File: config.mk
export PLATFORM = sky130hd
export DESIGN_NAME = strap_config_latch
export DESIGN_NICKNAME = d
export VERILOG_FILES = /design/src/rtl/strap_cfg_pkg.sv /design/src/rtl/strap_config_latch.sv /design/src/rtl/strap_pin_cell.sv
export SDC_FILE = /design/constraint.sdc
export NUM_CORES = 1
export LEC_CHECK = 0
export ABC_AREA = 1
export BUFFER_PORTS_ARGS = -buffer_cell sky130_fd_sc_hd__buf_2
export CAP_MARGIN = 40
export CORE_ASPECT_RATIO = 1.4
export CORE_UTILIZATION = 40
export CTS_BUF_LIST = sky130_fd_sc_hd__clkbuf_16
export CTS_CLUSTER_DIAMETER = 100
export DETAILED_ROUTE_END_ITERATION = 8
export PLACE_DENSITY_LB_ADDON = 0.25
export SETUP_SLACK_MARGIN = 0.15
export SLEW_MARGIN = 20
export SYNTH_ARGS = -nofsm -noshare
export SYNTH_HDL_FRONTEND = slang
export SYNTH_SLANG_ARGS = --single-unit
File: constraint.sdc
create_clock -name mclk -period 1.3 [get_ports mclk]
set_input_delay 0.13 -clock mclk [delete_from_list [all_inputs] [get_ports mclk]]
set_output_delay 0.13 -clock mclk [all_outputs]
set_load 0.02 [all_outputs]
File: src/rtl/strap_cfg_pkg.sv
// Package for the strap-in configuration latch: codes, defaults, layouts.
// Assumes a single 20 MHz system clock domain shared by all users.
package strap_cfg_pkg;

  // Uplink interface strap codes.
  localparam logic [1:0] IFACE_MII = 2'h0;
  localparam logic [1:0] IFACE_RMII = 2'h1;
  localparam logic [1:0] IFACE_GMII = 2'h2;
  localparam logic [1:0] IFACE_RGMII = 2'h3;

  typedef enum logic [1:0] {
    uplink_mii_mode,
    uplink_rmii_mode,
    uplink_gmii_mode,
    uplink_rgmii_mode
  } uplink_mode_e;

  // Number of dual-purpose strap pins.
  localparam int STRAP_PINS = 7;

  // Bit positions inside the strap sample vector.
  localparam int SB_IFACE_LO = 0;
  localparam int SB_IFACE_HI = 1;
  localparam int SB_ROLE = 2;
  localparam int SB_REFCLK = 3;
  localparam int SB_PLL = 4;
  localparam int SB_SPEED = 5;
  localparam int SB_SDOUT = 6;

  // Strap defaults with the internal pulls left alone.
  localparam logic [6:0] STRAP_DEFAULT = 7'h3F;

  // Configuration register at offset 0x56 and its fields.
  localparam logic [7:0] CFG_REG_OFFSET = 8'h56;
  localparam int CFG_RMII_INT_BIT = 7;
  localparam int CFG_GIG_BIT = 6;
  localparam int CFG_RGMII_VER_LO = 3;
  localparam int CFG_RGMII_VER_HI = 4;
  localparam logic [7:0] CFG_RESET = 8'hC0;

  typedef struct packed {
    logic [1:0] uplink_iface;
    logic uplink_role;
    logic refclk_out;
    logic pll_source;
    logic uplink_speed;
    logic serial_dout;
  } strap_s;

  typedef struct packed {
    logic mac_role;
    logic rmii_clock_mode;
    logic rmii_normal_mode;
    logic refclk25_en;
    logic pll_from_txc;
    logic gigabit;
    logic mgmt_mdio;
  } mode_s;

endpackage

File: src/rtl/strap_config_latch.sv
// Strap-in configuration latch for the switch uplink and management port.
// Assumes pins, strobes and reset are synchronous to mclk.
`timescale 1ns/1ps
`default_nettype none
// Functional notes
// - Capture every strap pin level during reset; use it to pick modes.
// - Strap pins are pulled inputs during reset; afterwards the LED pins drive, the serial output only in SPI mode with chip select low.
// - Interface strap: 00 MII, 01 RMII, 10 GMII, 11 RGMII default.
// - In GMII or MII, role high means MAC, low means PHY.
// - PHY role drives CRS and COL; in MII also both clocks.
// - RMII with role high: clock mode, 50 MHz out on receive clock.
// - RMII with role low: normal mode, partner supplies 50 MHz reference.
// - RMII clock source set by role strap or config bit 7.
// - Reference clock strap high enables 25 MHz output, low disables.
// - In RMII normal, PLL strap low clocks PLL from transmit clock.
// - Speed strap high gives 1 Gbps in GMII or RGMII, low 10/100; register may override.
// - Serial output strap low selects SPI, high MDC/MDIO; board pull needed.
// - RGMII version bits 4:3 writable over SPI only, never MDC/MDIO.
// - In SPI mode serial output floats while chip select is high.
module strap_config_latch (
  // Clock and reset
  input wire logic mclk,
  input wire logic reset,
  // Strap pads: input, output, output enable, pull enable
  input wire logic [strap_cfg_pkg::STRAP_PINS-1:0] strap_pad_in,
  output logic [strap_cfg_pkg::STRAP_PINS-1:0] strap_pad_out,
  output logic [strap_cfg_pkg::STRAP_PINS-1:0] strap_pad_oe,
  output logic [strap_cfg_pkg::STRAP_PINS-1:0] strap_pull_en,
  // Functional drive of the pins once reset is over
  input wire logic [5:0] led_data,
  input wire logic spi_dout,
  input wire logic spi_chip_select_n,
  // Configuration register 0x56 access from the management engine
  input wire logic cfg_wr,
  input wire logic cfg_wr_from_spi,
  input wire logic [7:0] cfg_wdata,
  output logic [7:0] cfg_rdata,
  // Decoded modes
  output strap_cfg_pkg::uplink_mode_e uplink_mode,
  output strap_cfg_pkg::mode_s modes,
  output logic [1:0] rgmii_version,
  // Uplink pin directions and clocks
  output logic crs_col_oe,
  output logic uplink_clocks_oe,
  output logic rxc_refclk50_en
);
  import strap_cfg_pkg::*;

  logic [STRAP_PINS-1:0] sample;
  logic [STRAP_PINS-1:0] func_out;
  logic [STRAP_PINS-1:0] func_oe;
  strap_s straps;
  logic loaded_q;
  logic [7:0] cfg_q;
  logic [7:0] cfg_d;
  logic is_mii;
  logic is_rmii;
  logic is_gmii;
  logic is_rgmii;
  logic rmii_int;
  logic sdout_drive;

  // The serial output only drives in SPI mode with chip select low.
  assign sdout_drive = !sample[SB_SDOUT] && !spi_chip_select_n;
  assign func_out = {spi_dout, led_data};
  assign func_oe = {sdout_drive, {(STRAP_PINS-1){1'b1}}};

  for (genvar i = 0; i < STRAP_PINS; i++) begin : g_pin
    strap_pin_cell u_cell (
      .mclk(mclk),
      .reset(reset),
      .pad_in(strap_pad_in[i]),
      .pad_out(strap_pad_out[i]),
      .pad_oe(strap_pad_oe[i]),
      .pull_en(strap_pull_en[i]),
      .func_out(func_out[i]),
      .func_oe(func_oe[i]),
      .sample_q(sample[i])
    );
  end

  // The struct packs its fields msb first, opposite to the pin numbering,
  // so each field is picked from its own pin instead of a whole cast.
  assign straps = {
    sample[SB_IFACE_HI],
    sample[SB_IFACE_LO],
    sample[SB_ROLE],
    sample[SB_REFCLK],
    sample[SB_PLL],
    sample[SB_SPEED],
    sample[SB_SDOUT]
  };
  assign is_mii = straps.uplink_iface == IFACE_MII;
  assign is_rmii = straps.uplink_iface == IFACE_RMII;
  assign is_gmii = straps.uplink_iface == IFACE_GMII;
  assign is_rgmii = straps.uplink_iface == IFACE_RGMII;
  assign rmii_int = cfg_q[CFG_RMII_INT_BIT];

  // Register bits 7 and 6 follow the straps until software writes them.
  always_ff @(posedge mclk or posedge reset) begin
    if (reset) begin
      loaded_q <= 1'b0;
    end else begin
      loaded_q <= 1'b1;
    end
  end

  always_comb begin
    cfg_d = cfg_q;
    if (!loaded_q) begin
      cfg_d[CFG_RMII_INT_BIT] = straps.uplink_role;
      cfg_d[CFG_GIG_BIT] = straps.uplink_speed;
    end else if (cfg_wr) begin
      cfg_d[CFG_RMII_INT_BIT] = cfg_wdata[CFG_RMII_INT_BIT];
      cfg_d[CFG_GIG_BIT] = cfg_wdata[CFG_GIG_BIT];
      // The bits around the version field are plain storage.
      cfg_d[CFG_RGMII_VER_HI+1] = cfg_wdata[CFG_RGMII_VER_HI+1];
      cfg_d[CFG_RGMII_VER_LO-1:0] = cfg_wdata[CFG_RGMII_VER_LO-1:0];
      // MDC/MDIO writes cannot reach the RGMII version field.
      if (cfg_wr_from_spi) begin
        cfg_d[CFG_RGMII_VER_HI:CFG_RGMII_VER_LO] =
          cfg_wdata[CFG_RGMII_VER_HI:CFG_RGMII_VER_LO];
      end
    end
  end

  always_ff @(posedge mclk or posedge reset) begin
    if (reset) begin
      cfg_q <= CFG_RESET;
    end else begin
      cfg_q <= cfg_d;
    end
  end

  always_ff @(posedge mclk or posedge reset) begin
    if (reset) begin
      cfg_rdata <= CFG_RESET;
      rgmii_version <= CFG_RESET[CFG_RGMII_VER_HI:CFG_RGMII_VER_LO];
    end else begin
      cfg_rdata <= cfg_q;
      rgmii_version <= cfg_q[CFG_RGMII_VER_HI:CFG_RGMII_VER_LO];
    end
  end

  // Decoded modes are registered so every output leaves a flip-flop.
  always_ff @(posedge mclk or posedge reset) begin
    if (reset) begin
      uplink_mode <= uplink_rgmii_mode;
      modes <= '0;
    end else begin
      uplink_mode <= uplink_mode_e'(straps.uplink_iface);
      modes.mac_role <= straps.uplink_role;
      modes.rmii_clock_mode <= is_rmii && rmii_int;
      modes.rmii_normal_mode <= is_rmii && !rmii_int;
      modes.refclk25_en <= straps.refclk_out;
      modes.pll_from_txc <= is_rmii && !rmii_int &&
        !straps.pll_source;
      modes.gigabit <= (is_gmii || is_rgmii) &&
        cfg_q[CFG_GIG_BIT];
      modes.mgmt_mdio <= straps.serial_dout;
    end
  end

  always_ff @(posedge mclk or posedge reset) begin
    if (reset) begin
      crs_col_oe <= 1'b0;
      uplink_clocks_oe <= 1'b0;
      rxc_refclk50_en <= 1'b0;
    end else begin
      crs_col_oe <= (is_gmii || is_mii) && !straps.uplink_role;
      uplink_clocks_oe <= is_mii && !straps.uplink_role;
      // In RMII normal mode the partner owns the reference clock.
      rxc_refclk50_en <= is_rmii && rmii_int;
    end
  end

  a_iface_decode: assert property (@(posedge mclk)
    disable iff (reset)
    loaded_q |=> uplink_mode == uplink_mode_e'($past(straps.uplink_iface)))
    else $error("uplink mode does not follow interface strap");

  a_role_select: assert property (@(posedge mclk)
    disable iff (reset)
    loaded_q |=> modes.mac_role == $past(straps.uplink_role))
    else $error("uplink role does not follow role strap");

  a_phy_pins_out: assert property (@(posedge mclk)
    disable iff (reset)
    (is_mii && !straps.uplink_role) |=> crs_col_oe && uplink_clocks_oe)
    else $error("MII PHY role did not drive CRS, COL and clocks");

  a_gmii_phy_pins: assert property (@(posedge mclk)
    disable iff (reset)
    (is_gmii && !straps.uplink_role) |=> crs_col_oe && !uplink_clocks_oe)
    else $error("GMII PHY role pin directions wrong");

  a_mac_pins_in: assert property (@(posedge mclk)
    disable iff (reset)
    straps.uplink_role |=> !crs_col_oe && !uplink_clocks_oe)
    else $error("MAC role drove CRS, COL or clocks");

  a_rmii_clock_out: assert property (@(posedge mclk)
    disable iff (reset)
    (is_rmii && rmii_int) |=> rxc_refclk50_en && modes.rmii_clock_mode)
    else $error("RMII clock mode did not drive the 50 MHz clock");

  a_rmii_normal: assert property (@(posedge mclk)
    disable iff (reset)
    (is_rmii && !rmii_int) |=> !rxc_refclk50_en && modes.rmii_normal_mode)
    else $error("RMII normal mode drove the reference clock");

  a_rmii_off: assert property (@(posedge mclk)
    disable iff (reset)
    !is_rmii |=> !rxc_refclk50_en && !modes.rmii_clock_mode &&
      !modes.rmii_normal_mode && !modes.pll_from_txc)
    else $error("RMII clocking active outside RMII mode");

  a_rmii_src_mirror: assert property (@(posedge mclk)
    disable iff (reset)
    !loaded_q |=> cfg_q[CFG_RMII_INT_BIT] == straps.uplink_role)
    else $error("RMII clock bit did not mirror role strap");

  a_refclk_enable: assert property (@(posedge mclk)
    disable iff (reset)
    loaded_q |=> modes.refclk25_en == $past(straps.refclk_out))
    else $error("reference clock enable does not follow strap");

  a_pll_source: assert property (@(posedge mclk)
    disable iff (reset)
    modes.pll_from_txc |-> $past(is_rmii && !rmii_int && !straps.pll_source))
    else $error("PLL taken from transmit clock outside RMII normal");

  a_pll_crystal: assert property (@(posedge mclk)
    disable iff (reset)
    (is_rmii && !rmii_int && straps.pll_source) |=> !modes.pll_from_txc)
    else $error("PLL left the crystal with source strap high");

  a_gig_select: assert property (@(posedge mclk)
    disable iff (reset)
    modes.gigabit |-> $past(cfg_q[CFG_GIG_BIT]) && $past(is_gmii || is_rgmii))
    else $error("gigabit set without speed select");

  a_speed_low: assert property (@(posedge mclk)
    disable iff (reset)
    !cfg_q[CFG_GIG_BIT] |=> !modes.gigabit)
    else $error("gigabit set while speed bit is low");

  a_speed_mirror: assert property (@(posedge mclk)
    disable iff (reset)
    !loaded_q |=> cfg_q[CFG_GIG_BIT] == straps.uplink_speed)
    else $error("speed bit did not mirror speed strap");

  a_mgmt_select: assert property (@(posedge mclk)
    disable iff (reset)
    loaded_q |=> modes.mgmt_mdio == $past(straps.serial_dout))
    else $error("management bus does not follow serial strap");

  a_mdio_quiet: assert property (@(posedge mclk)
    disable iff (reset)
    (straps.serial_dout && loaded_q) |=> !strap_pad_oe[SB_SDOUT])
    else $error("serial output driven in MDC/MDIO mode");

  a_rgmii_ver_guard: assert property (@(posedge mclk)
    disable iff (reset)
    (loaded_q && cfg_wr && !cfg_wr_from_spi) |=>
      $stable(cfg_q[CFG_RGMII_VER_HI:CFG_RGMII_VER_LO]))
    else $error("RGMII version changed by a non-SPI write");

  a_rgmii_ver_spi: assert property (@(posedge mclk)
    disable iff (reset)
    (loaded_q && cfg_wr && cfg_wr_from_spi) |=>
      cfg_q[CFG_RGMII_VER_HI:CFG_RGMII_VER_LO] ==
      $past(cfg_wdata[CFG_RGMII_VER_HI:CFG_RGMII_VER_LO]))
    else $error("SPI write did not set the RGMII version");

  a_rgmii_ver_out: assert property (@(posedge mclk)
    disable iff (reset)
    loaded_q |=> rgmii_version ==
      $past(cfg_q[CFG_RGMII_VER_HI:CFG_RGMII_VER_LO]))
    else $error("RGMII version output does not follow register");

  a_sdout_float: assert property (@(posedge mclk)
    disable iff (reset)
    (spi_chip_select_n && loaded_q) |=> !strap_pad_oe[SB_SDOUT])
    else $error("serial output driven while deselected");

  a_sdout_drive: assert property (@(posedge mclk)
    disable iff (reset)
    (!spi_chip_select_n && !straps.serial_dout && loaded_q) |=>
      strap_pad_oe[SB_SDOUT])
    else $error("serial output not driven while selected");

  a_modes_hold: assert property (@(posedge mclk)
    disable iff (reset)
    (loaded_q && $past(loaded_q)) |-> $stable(uplink_mode) &&
      $stable(modes.mac_role) && $stable(modes.refclk25_en) &&
      $stable(modes.mgmt_mdio))
    else $error("strap-driven mode changed after reset");

  a_rdata_follow: assert property (@(posedge mclk)
    disable iff (reset)
    loaded_q |=> cfg_rdata == $past(cfg_q))
    else $error("read data does not follow the config register");

  a_pulls_released: assert property (@(posedge mclk)
    disable iff (reset)
    loaded_q |-> strap_pull_en == '0 &&
      strap_pad_oe[SB_SDOUT-1:0] == '1)
    else $error("LED strap pins not driven after reset");

endmodule // strap_config_latch
`default_nettype wire

File: src/rtl/strap_pin_cell.sv
// One dual-purpose strap pin: sampled input during reset, output after.
// Assumes the pad applies its pull while pull_en is high.
`timescale 1ns/1ps
`default_nettype none
module strap_pin_cell (
  // Clock and reset
  input wire logic mclk,
  input wire logic reset,
  // Pad
  input wire logic pad_in,
  output logic pad_out,
  output logic pad_oe,
  output logic pull_en,
  // Function side
  input wire logic func_out,
  input wire logic func_oe,
  output logic sample_q
);

  // Sampled on every edge while reset is high; holds after release.
  always_ff @(posedge mclk) begin
    if (reset) begin
      sample_q <= pad_in;
    end
  end

  always_ff @(posedge mclk or posedge reset) begin
    if (reset) begin
      pad_oe <= 1'b0;
      pad_out <= 1'b0;
      pull_en <= 1'b1;
    end else begin
      pad_oe <= func_oe;
      pad_out <= func_out;
      pull_en <= 1'b0;
    end
  end

  a_pin_input_rst: assert property (@(posedge mclk) disable iff (reset)
    $past(reset) |-> !pad_oe && pull_en)
    else $error("strap pin drove while reset was active");

  a_sample_held: assert property (@(posedge mclk) disable iff (reset)
    !$past(reset) |-> $stable(sample_q))
    else $error("strap sample changed outside reset");

endmodule // strap_pin_cell
`default_nettype wire

==> results of run 1 <==
-- worst register-to-register path, delay by kind of cell, from the launching register on --
family,cells,cell delay [ps]
flops,1,400
simple gates,3,260
buf+inv,1,190
-- kinds of logic after synthesis --
group	after synthesis
buffers and inverters	32
flip-flops	44
other	2
AND/OR/NAND/NOR	36
-- final timing paths --
path | start | endpoint | slack, ps | depth (start not counted)
worst min register to register | g_pin[3].u_cell.sample_q$_DFFE_PP_ | modes[3]$_DFF_PP0_ | 370 | 0
max in group asynchronous | reset | cfg_rdata[6]$_DFF_PP1_ | 530 | 4
worst min-delay path | strap_pad_in[0] | g_pin[0].u_cell.sample_q$_DFFE_PP_ | 20 | 1
worst max register to register | g_pin[5].u_cell.pad_oe$_DFF_PP0_ | cfg_q[5]$_DFFE_PP0P_ | 340 | 4
min in group asynchronous | reset | modes[4]$_DFF_PP0_ | 520 | 4
worst max-delay path | g_pin[6].u_cell.pull_en$_DFF_PP1_ | strap_pull_en[0] | 160 | 1
-- layer usage --
layer	GRT usage	up-vias	part of all wire
li1	-	459	-
met1	0.124	455	0.34
met2	0.218	43	0.56
met3	0.0485	5	0.080
met4	0.0684	0	0.017
met5	0	-	0
-- power by group through the flow --
stage	logic [mW]	clock network (mW)	registers (mW)
5_1_grt	0.432	1.47	1.61
3_5_place_dp	0.367	0	1.63
2_1_floorplan	0.199	0	1.69
3_3_place_gp	0.360	0	1.62
4_1_cts	0.397	1.41	1.60
6_report	0.395	1.37	1.60
-- cell usage in the layout (no fill, tap or decap) --
| master | synthesis | routed |
|---|---|---|
| buf_2 | 0 | 62 |
| dfrtp_1 | 30 | 29 |
| nand2_1 | 17 | 17 |
| nand3_1 | 11 | 11 |
| dlygate4sd3_1 | 0 | 9 |
| buf_4 | 24 | 8 |
| dfstp_2 | 7 | 7 |
| edfxtp_1 | 7 | 7 |
| inv_1 | 6 | 6 |
| clkbuf_16 | 0 | 5 |
| nor2_1 | 4 | 4 |
| nand4_1 | 2 | 2 |
| nor3_1 | 2 | 2 |
| conb_1 | 2 | 2 |
| clkinv_1 | 0 | 1 |
| clkinv_4 | 0 | 1 |
| bufinv_16 | 0 | 1 |
| dfrtp_2 | 0 | 1 |
| buf_12 | 0 | 1 |
-- cell type report --
class / count / area [um2] / area share
timing repair buffer: 80 / 480 / 0.236
multi-input combinational: 38 / 164 / 0.0806
sequential: 44 / 1150 / 0.564
tap: 42 / 52.6 / 0.0258
clock buffer: 5 / 125 / 0.0615
clock inverter: 3 / 42.5 / 0.0209
inverter: 6 / 22.5 / 0.0111
-- synth_stat cells (all sizes together) --
| cell | number | area share |
|---|---|---|
| nor2 | 4 | 0.0098 |
| buf | 26 | 0.13 |
| nor3 | 2 | 0.0065 |
| nand4 | 2 | 0.0082 |
| dfrtp | 30 | 0.49 |
| nand2 | 17 | 0.042 |
| edfxtp | 7 | 0.14 |
| dfstp | 7 | 0.12 |
| inv | 6 | 0.015 |
| conb | 2 | 0.0049 |
| nand3 | 11 | 0.036 |
-- timing repair --
action / in CTS / in global routing
hold buffers: 9 / 0
buffers inserted: 1 / 0
endpoints found under the setup margin: 6 / 7
endpoints found under the hold margin: 38 / 0
resized for setup: 1 / 7
-- sequential cells by signal (all words and copies together), names as in the netlist --
register	cells
uplink_clocks_oe	1
g_pin.u_cell.sample_q	7
g_pin.u_cell.pad_oe	2
uplink_mode	2
rgmii_version	1
g_pin.u_cell.pad_out	7
rxc_refclk50_en	1
cfg_rdata	7
g_pin.u_cell.pull_en	1
cfg_q	8
modes	6
crs_col_oe	1
==> summary.md, run 1 <==
| Metric | Value |
|---|---|
| Status | completed |
| Delay of the slowest critical-path stage | 580 ps |
| HP Class | primary input to flip-flop |
| Int Pwr | 2.59 mW |
| Largest net degree at the start of global routing | 38 |
| Placeable Area | 3640 um2 |
| Yosys reg bits | 44 |
| CTS tree | yes |
| Synth Area in Simple Gates | 0.102 |
| Critical Path Sink Type | output pin |
| Maximum root-to-sink buffer count | 2 |
| Final nets | 202 |
| Routed WL per cell | 11.0 um |
| Critical setup path kind | flip-flop to output pin |
| Full die area | 4090 um2 |
| Via-to-Cell Ratio | 4.41 |
| DRC violations left | 0 |
| Critical-path cell list | buf_4 |
| Total negative slack | 0 ps |
| Final Cell Area | 2030 um2 |
| Placed cell areas | 1750 um2 |
| Pre-CTS WS | 199 ps |
| # setup viols final | 0 |
| RSZ-0062 raised after global routing | yes |
| Hold Fails Final Rpt | 0 |
| Required @ worst endpoint | 1170 ps |
| Initial antenna violation count | 0 |
| Die X | 54.3 um |
| Synth Net Count | 141 |
| Cell at the slowest stage of the critical path | dfstp_2 |
| Register area share after synthesis | 0.746 |
| Filler Cell Count | 322 |
| CTS H-tree lvls | 2 |
| WL final | 2.40 mm |
| Vias in the first global route | 853 |
| Reg power frac | 0.475 |
| Max-cap violations | 0 |
| Clock period minus worst slack | 1140 ps |
| Clock power frac | 0.407 |
| Pwr per Cell Area | 1650 nW/um2 |
| Mapped Area | 1530 um2 |
| Gr usage total | 0.125 |
| Worst-path clk slew | 60 ps |
| Clock Sinks | 44 |
| Synth Area in XOR/XNOR | 0 |
| Switching power | 0.765 mW |
| Root Buffer | clkbuf_16 |
| # IOs | 70 |
| Post-route setup slack | 161 ps |
| Sw frac | 0.228 |
| Clock skew | 5.73 ps |
| CP Data Arrival Time | 1010 ps |
| Buffers on Ports | 69 |
| Post-route ant nets | 0 |
| CP bufs+invs | 1 |
| Layout cell share with drive strength beyond 1 | 0.489 |
| Global-route wire length before repair | 3.43 mm |
| Core Rows | 26 |
| Placed cells | 200 |
| Synth Warn # | 0 |
| Ant. Diodes | 0 |
| Vias | 962 |
| Layout Cells excl Fill | 218 |
| Pwr Total | 3.36 mW |
| DRT Pass-1 Iters | 3 |
| Critical-path maximum fanout | 7 |
| Starting density of the core | 0.421 |
| Final hold slack | 24.0 ps |
| Iteration-0 DRC Markers | 48 |
| Main combinational cell family by area after synthesis | buffers and inverters |
| Fmax | 878 MHz |
| Clock buffer count from CTS | 5 |
| Worst-skew pair later-pin latency | 280 ps |
| Syn_area_per_cell | 13.5 um2 |
| Pleak | 1.06 nW |
| Post-synthesis mux area share | 0 |
| Post-layout util | 0.558 |
| Post-Synth Adder-Cell Area | 0 |
| CP top delay family | flip-flops |
| Mapped Cells | 114 |
| Area delta synth->final | 32.5% |
| Synth cell types | 12 |
| Slew Limit Fails | 0 |
| Gp weighted congestion | 0.631 |
| Chip height | 75.3 um |
| Comb pwr share | 0.118 |
| Post-synthesis compound-gate area fraction | 0 |
| Period utilization | 0.876 |
| VDD IR max | 0.00103 V |
| GR Overflow Total | 0 |
| Crit path launch type | flip-flop |
| Post-DP HPWL | 1.75 mm |
Note: power is estimated with default switching activity, not from simulation.
==> run 2, diff against run 1 <==
Settings changed: REMOVE_ABC_BUFFERS set to 1.
==> summary.md, run 2 (synthesized netlist as in run 1, its figures left out) <==
| Metric | Value |
|---|---|
| Period utilization | 0.875 (-0.00137) |
| Post-DP HPWL | 1.87 mm (+6.8%) |
| Clock period minus worst slack | 1140 ps (-1.78 ps) |
| Pwr per Cell Area | 1560 nW/um2 (-5.4%) |
| Vias in the first global route | 858 (+0.59%) |
| CP top delay family | flip-flops |
| # IOs | 70 (unchanged) |
| Slew Limit Fails | 0 (unchanged) |
| Switching power | 0.754 mW (-1.4%) |
| GR Overflow Total | 0 (unchanged) |
| RR Startpoint | g_pin[5].u_cell.pad_oe$_DFF_PP0_ |
| Die X | 54.3 um (unchanged) |
| Required @ worst endpoint | 1170 ps (about the same) |
| Worst Hold Endpoint | g_pin[1].u_cell.sample_q$_DFFE_PP_ |
| Delay of the slowest critical-path stage | 580 ps (about the same) |
| Register area | 1150 um2 (unchanged) |
| Critical setup path kind | flip-flop to output pin |
| Initial antenna violation count | 0 (unchanged) |
| Clock skew | 1.50 ps (-4.23 ps) |
| Comb pwr share | 0.127 (+0.009) |
| Number of cells on the worst hold path | 1 (unchanged) |
| Largest net degree at the start of global routing | 18 (-53%) |
| Post-route ant nets | 0 (unchanged) |
| Reg power frac | 0.507 (+0.032) |
| Core Rows | 26 (unchanged) |
| Most frequent cells in the layout | buf_2, dfrtp_1, nand2_1 |
| CP bufs+invs | 1 (unchanged) |
| Ant. Diodes | 0 (unchanged) |
| Iteration-0 DRC Markers | 3 (-94%) |
| CTS H-tree lvls | 2 (unchanged) |
| Placeable Area | 3640 um2 (unchanged) |
| Most common cell after layout, fill and taps aside | buf_2 |
| Clock buffer count from CTS | 5 (unchanged) |
| Gr usage total | 0.141 (+0.0152) |
| Placed cells | 201 (+0.50%) |
| Root Buffer | clkbuf_16 |
| Via-to-Cell Ratio | 4.37 (-0.87%) |
| Maximum root-to-sink buffer count | 2 (unchanged) |
| HP Class | primary input to flip-flop |
| VDD IR max | 0.00106 V (+2.9%) |
| Worst Min Path Start | strap_pad_in[1] |
| CP Data Arrival Time | 1010 ps (about the same) |
| Worst-skew pair later-pin latency | 280 ps (about the same) |
| Starting density of the core | 0.421 (unchanged) |
| DRT Pass-1 Iters | 4 (+1) |
| Clock Sinks | 44 (unchanged) |
| # setup viols final | 0 (unchanged) |
| Layout cell share with drive strength beyond 1 | 0.492 (+0.00289) |
| Critical Path Sink Type | output pin |
| Final nets | 203 (+0.50%) |
| Final hold slack | 23.4 ps (-0.574 ps) |
| Pwr Total | 3.14 mW (-6.4%) |
| WL final | 2.45 mm (+2.3%) |
| Reg2reg setup slack | 350 ps (about the same) |
| Worst-path clk slew | 60 ps (about the same) |
| Worst r2r path cells | 4 (unchanged) |
| Crit path launch type | flip-flop |
| CTS tree | yes |
| RR Endpoint | cfg_q[1]$_DFFE_PP0P_ |
| Sw frac | 0.240 (+0.0121) |
| Fmax | 879 MHz (+0.16%) |
| Buffers on Ports | 69 (unchanged) |
| Max-cap violations | 0 (unchanged) |
| Hold Fails Final Rpt | 0 (unchanged) |
| Chip height | 75.3 um (unchanged) |
| Critical-path maximum fanout | 7 (unchanged) |
| DRC violations left | 0 (unchanged) |
| Critical-path cell list | buf_4 |
| Area delta synth->final | 31.2% |
| Int Pwr | 2.39 mW (-7.8%) |
| Max FFs per register | 8 (unchanged) |
| Multi-input logic area | 164 um2 (unchanged) |
| Gp weighted congestion | 0.658 (+4.2%) |
| Routed WL per cell | 11.2 um (+1.8%) |
| Filler Cell Count | 329 (+2.2%) |
| Clock power frac | 0.366 (-0.041) |
| Pleak | 1.05 nW (-0.53%) |
| Vias | 958 (-0.42%) |
| RSZ-0062 raised after global routing | yes |
| Cell at the slowest stage of the critical path | dfstp_2 |
| Full die area | 4090 um2 (unchanged) |
| Biggest register | cfg_q |
| Layout Cells excl Fill | 219 (+0.46%) |
| Status | completed |
| Total negative slack | 0 ps (unchanged) |
| Post-layout util | 0.552 (-0.00584) |
| Global-route wire length before repair | 3.83 mm (+12%) |
## run 2: changes by cell type in the layout (fill, tap and decap cells not counted)
cell / delta
clkinv_2: +2
bufinv_16: -1
buf_4: +1
clkinv_4: -1
## run 2: through the flow
step                      worst slack (ps)  cell area (um2)
after floorplan                       -408             1330
after global placement                 288             1760
after detailed placement               223             1760
after CTS                              149             1990
after global routing                   105             2010
final                                  163             2010
## run 2: area by class of cell
cell class / instances / area share
repair buffers: 81 / 0.243
well taps: 42 / 0.0261
flip-flops and latches: 44 / 0.570
clock inverters: 3 / 0.00684
inverters: 6 / 0.0112
clock buffers: 5 / 0.0622
multi-input cells: 38 / 0.0815
## run 2: per-layer routing
metal	share of wire	global-route usage	routed length [um]
met5	0	0	0
met4	0.028	0.0940	68
met3	0.062	0.0505	152
met2	0.56	0.233	1380
met1	0.35	0.144	847
## run 2: repair_timing
action | 4_1_cts | 5_1_grt
endpoints found under the hold margin | 10 | 0
endpoints found under the setup margin | 7 | 7
cloned | 0 | 0
gates resized for setup | 1 | 7
hold buffers | 9 | 0
buffers inserted | 1 | 0
## run 2: worst max path at each step
stage                                       from                    to  slack, ps  depth (start not counted)
4_1_cts        g_pin[6].u_cell.pull_en$_DFF_PP1_      strap_pull_en[5]        150                          1
5_1_grt        g_pin[6].u_cell.pull_en$_DFF_PP1_      strap_pull_en[6]        100                          1
3_3_place_gp    g_pin[5].u_cell.pad_oe$_DFF_PP0_  cfg_q[5]$_DFFE_PP0P_        290                          3
3_5_place_dp    g_pin[5].u_cell.pad_oe$_DFF_PP0_  cfg_q[1]$_DFFE_PP0P_        220                          3
2_1_floorplan   g_pin[5].u_cell.pad_oe$_DFF_PP0_  cfg_q[0]$_DFFE_PP0P_       -410                          3
6_report       g_pin[6].u_cell.pull_en$_DFF_PP1_      strap_pull_en[3]        160                          1
## run 2: power by group through the flow
stage	clock network [mW]	logic (mW)	registers, mW
floorplan	0	0.0610	1.75
CTS	1.18	0.401	1.60
detailed placement	0	0.372	1.63
global placement	0	0.364	1.62
global route	1.25	0.438	1.61
finish	1.15	0.400	1.59
==> run 3, diff against run 2 <==
Settings changed: CELL_PAD_IN_SITES_DETAIL_PLACEMENT set to 1, CELL_PAD_IN_SITES_GLOBAL_PLACEMENT set to 2, CORE_UTILIZATION 40 to 32, CTS_BUF_LIST sky130_fd_sc_hd__clkbuf_16 to sky130_fd_sc_hd__clkbuf_8.
==> summary.md, run 3 (synthesized netlist as in run 1, its figures left out) <==
| Metric | Value |
|---|---|
| Critical-path maximum fanout | 7 (unchanged) |
| Vias in the first global route | 1030 (+20%) |
| Iteration-0 DRC Markers | 27 (+24) |
| Global-route wire length before repair | 4.57 mm (+19%) |
| Delay of the slowest critical-path stage | 590 ps (about the same) |
| Reg2reg setup slack | 290 ps (-60 ps) |
| Full die area | 5080 um2 (+24%) |
| Clock buffer count from CTS | 5 (unchanged) |
| Final Cell Area | 2080 um2 (+3.5%) |
| Core Rows | 29 (+12%) |
| Layout cell share with drive strength beyond 1 | 0.492 (about the same) |
| Worst-path clk slew | 80 ps (+20 ps) |
| Initial antenna violation count | 0 (unchanged) |
| Chip height | 83.9 um (+11%) |
| Biggest register | cfg_q |
| Pwr per Cell Area | 1440 nW/um2 (-7.6%) |
| Ant. Diodes | 0 (unchanged) |
| DRC violations left | 0 (unchanged) |
| Routed WL per cell | 11.7 um (+4.2%) |
| # IOs | 70 (unchanged) |
| Maximum root-to-sink buffer count | 2 (unchanged) |
| Placeable Area | 4570 um2 (+25%) |
| Clock skew | 2.33 ps (+0.827 ps) |
| Critical Path Sink Type | output pin |
| Worst Hold Endpoint | g_pin[1].u_cell.sample_q$_DFFE_PP_ |
| GR Overflow Total | 0 (unchanged) |
| Pleak | 1.08 nW (+2.2%) |
| Buffers on Ports | 69 (unchanged) |
| CTS H-tree lvls | 2 (unchanged) |
| Final nets | 209 (+3.0%) |
| Largest net degree at the start of global routing | 38 (+20) |
| Vias | 991 (+3.4%) |
| Switching power | 0.734 mW (-2.7%) |
| Root Buffer | clkbuf_8 |
| Via-to-Cell Ratio | 4.04 (-7.5%) |
| Clock Sinks | 44 (unchanged) |
| Slew Limit Fails | 0 (unchanged) |
| Total negative slack | 0 ps (unchanged) |
| Cell at the slowest stage of the critical path | dfstp_2 |
| VDD IR max | 0.000639 V (-40%) |
| Worst Min Path Start | strap_pad_in[1] |
| Starting density of the core | 0.336 (-0.0855) |
| Worst r2r path cells | 5 (+1) |
| Max-cap violations | 0 (unchanged) |
| # setup viols final | 0 (unchanged) |
| Critical-path cell list | buf_4 |
| Clock period minus worst slack | 1160 ps (+24.0 ps) |
| Critical setup path kind | flip-flop to output pin |
| HP Class | primary input to flip-flop |
| Period utilization | 0.893 (+0.0185) |
| Die X | 60.5 um (+11%) |
| Hold Fails Final Rpt | 0 (unchanged) |
| Comb pwr share | 0.142 (+0.015) |
| CTS tree | yes |
| DRT Pass-1 Iters | 3 (-1) |
| Status | completed |
| Post-layout util | 0.455 (-0.0968) |
| Most frequent cells in the layout | buf_2, dfrtp_1, nand2_1 |
| RR Startpoint | g_pin[5].u_cell.pad_oe$_DFF_PP0_ |
| RR Endpoint | cfg_q[0]$_DFFE_PP0P_ |
| Clock power frac | 0.328 (-0.038) |
| Placed cell areas | 1780 um2 (+1.4%) |
| Pwr Total | 3.01 mW (-4.4%) |
| Int Pwr | 2.27 mW (-4.9%) |
| WL final | 2.86 mm (+17%) |
| Reg power frac | 0.530 (+0.023) |
| CP bufs+invs | 1 (unchanged) |
| Post-DP HPWL | 2.02 mm (+8.1%) |
| Worst-skew pair later-pin latency | 280 ps (about the same) |
| Max FFs per register | 8 (unchanged) |
| Area delta synth->final | 35.7% |
| Filler Cell Count | 523 (+59%) |
| Gp weighted congestion | 0.659 (+0.15%) |
| RSZ-0062 raised after global routing | yes |
| CP top delay family | flip-flops |
| Register area | 1150 um2 (unchanged) |
| Fmax | 861 MHz (-2.1%) |
| Post-route ant nets | 0 (unchanged) |
| CP Data Arrival Time | 1030 ps (+20 ps) |
| Sw frac | 0.244 (+0.00426) |
| Gr usage total | 0.122 (-0.0184) |
| Number of cells on the worst hold path | 1 (unchanged) |
| Multi-input logic area | 164 um2 (unchanged) |
| Most common cell after layout, fill and taps aside | buf_2 |
| Crit path launch type | flip-flop |
| Required @ worst endpoint | 1170 ps (about the same) |
[run 3: per-stage QoR]
stage               instances  hold slack, ps  setup WS [ps]
floorplan                  88             161           -408
global placement          221             238            354
detailed placement        221             240            292
CTS                       239           0.952            122
global route              245            6.51           98.0
finish                    245            16.5            139
[run 3: power by group through the flow]
stage	clock network, mW	registers [mW]	logic (mW)
after floorplan	0	1.75	0.0610
after global placement	0	1.62	0.373
after detailed placement	0	1.62	0.380
after CTS	1.03	1.59	0.414
after global routing	1.08	1.61	0.466
final	0.986	1.59	0.427
[run 3: worst max-delay path by stage]
| stage | start | end | cells past startpoint |
|---|---|---|---|
| floorplan | g_pin[5].u_cell.pad_oe$_DFF_PP0_ | cfg_q[0]$_DFFE_PP0P_ | 3 |
| CTS | g_pin[6].u_cell.pull_en$_DFF_PP1_ | strap_pull_en[4] | 1 |
| global placement | g_pin[5].u_cell.pad_oe$_DFF_PP0_ | cfg_q[4]$_DFFE_PP0P_ | 4 |
| finish | g_pin[6].u_cell.pull_en$_DFF_PP1_ | strap_pull_en[4] | 1 |
| global route | g_pin[6].u_cell.pull_en$_DFF_PP1_ | strap_pull_en[4] | 1 |
| detailed placement | g_pin[5].u_cell.pad_oe$_DFF_PP0_ | cfg_q[4]$_DFFE_PP0P_ | 4 |
[run 3: repair_timing]
action	in CTS	in global routing
setup endpoints to repair	13	13
endpoints found under the hold margin	38	3
gates resized for setup	10	7
gates cloned	0	1
buffers inserted	1	2
hold buffers	9	3
[run 3: layout make-up]
cell class                      instances  area share
Timing Repair Buffer                   87       0.271
Tap cell                               62      0.0373
Inverter                                6      0.0108
Multi-Input combinational cell         38      0.0787
Sequential cell                        44       0.550
Clock inverter                          3      0.0186
Clock buffer                            5      0.0331
[run 3: worst register-to-register path, delay by kind of cell (launching register included)]
| family | cells | cell delay, ps |
|---|---|---|
| and+or+nand+nor | 3 | 250 |
| buffers and inverters | 2 | 280 |
| DFF | 1 | 420 |
[run 3: per-layer routing]
metal / part of all wire / vias to the layer above / global-route usage
met1: 0.34 / 475 / 0.121
met2: 0.57 / 42 / 0.223
li1: - / 468 / -
met4: 0.019 / 0 / 0.0558
met3: 0.068 / 6 / 0.0341
met5: 0 / - / 0
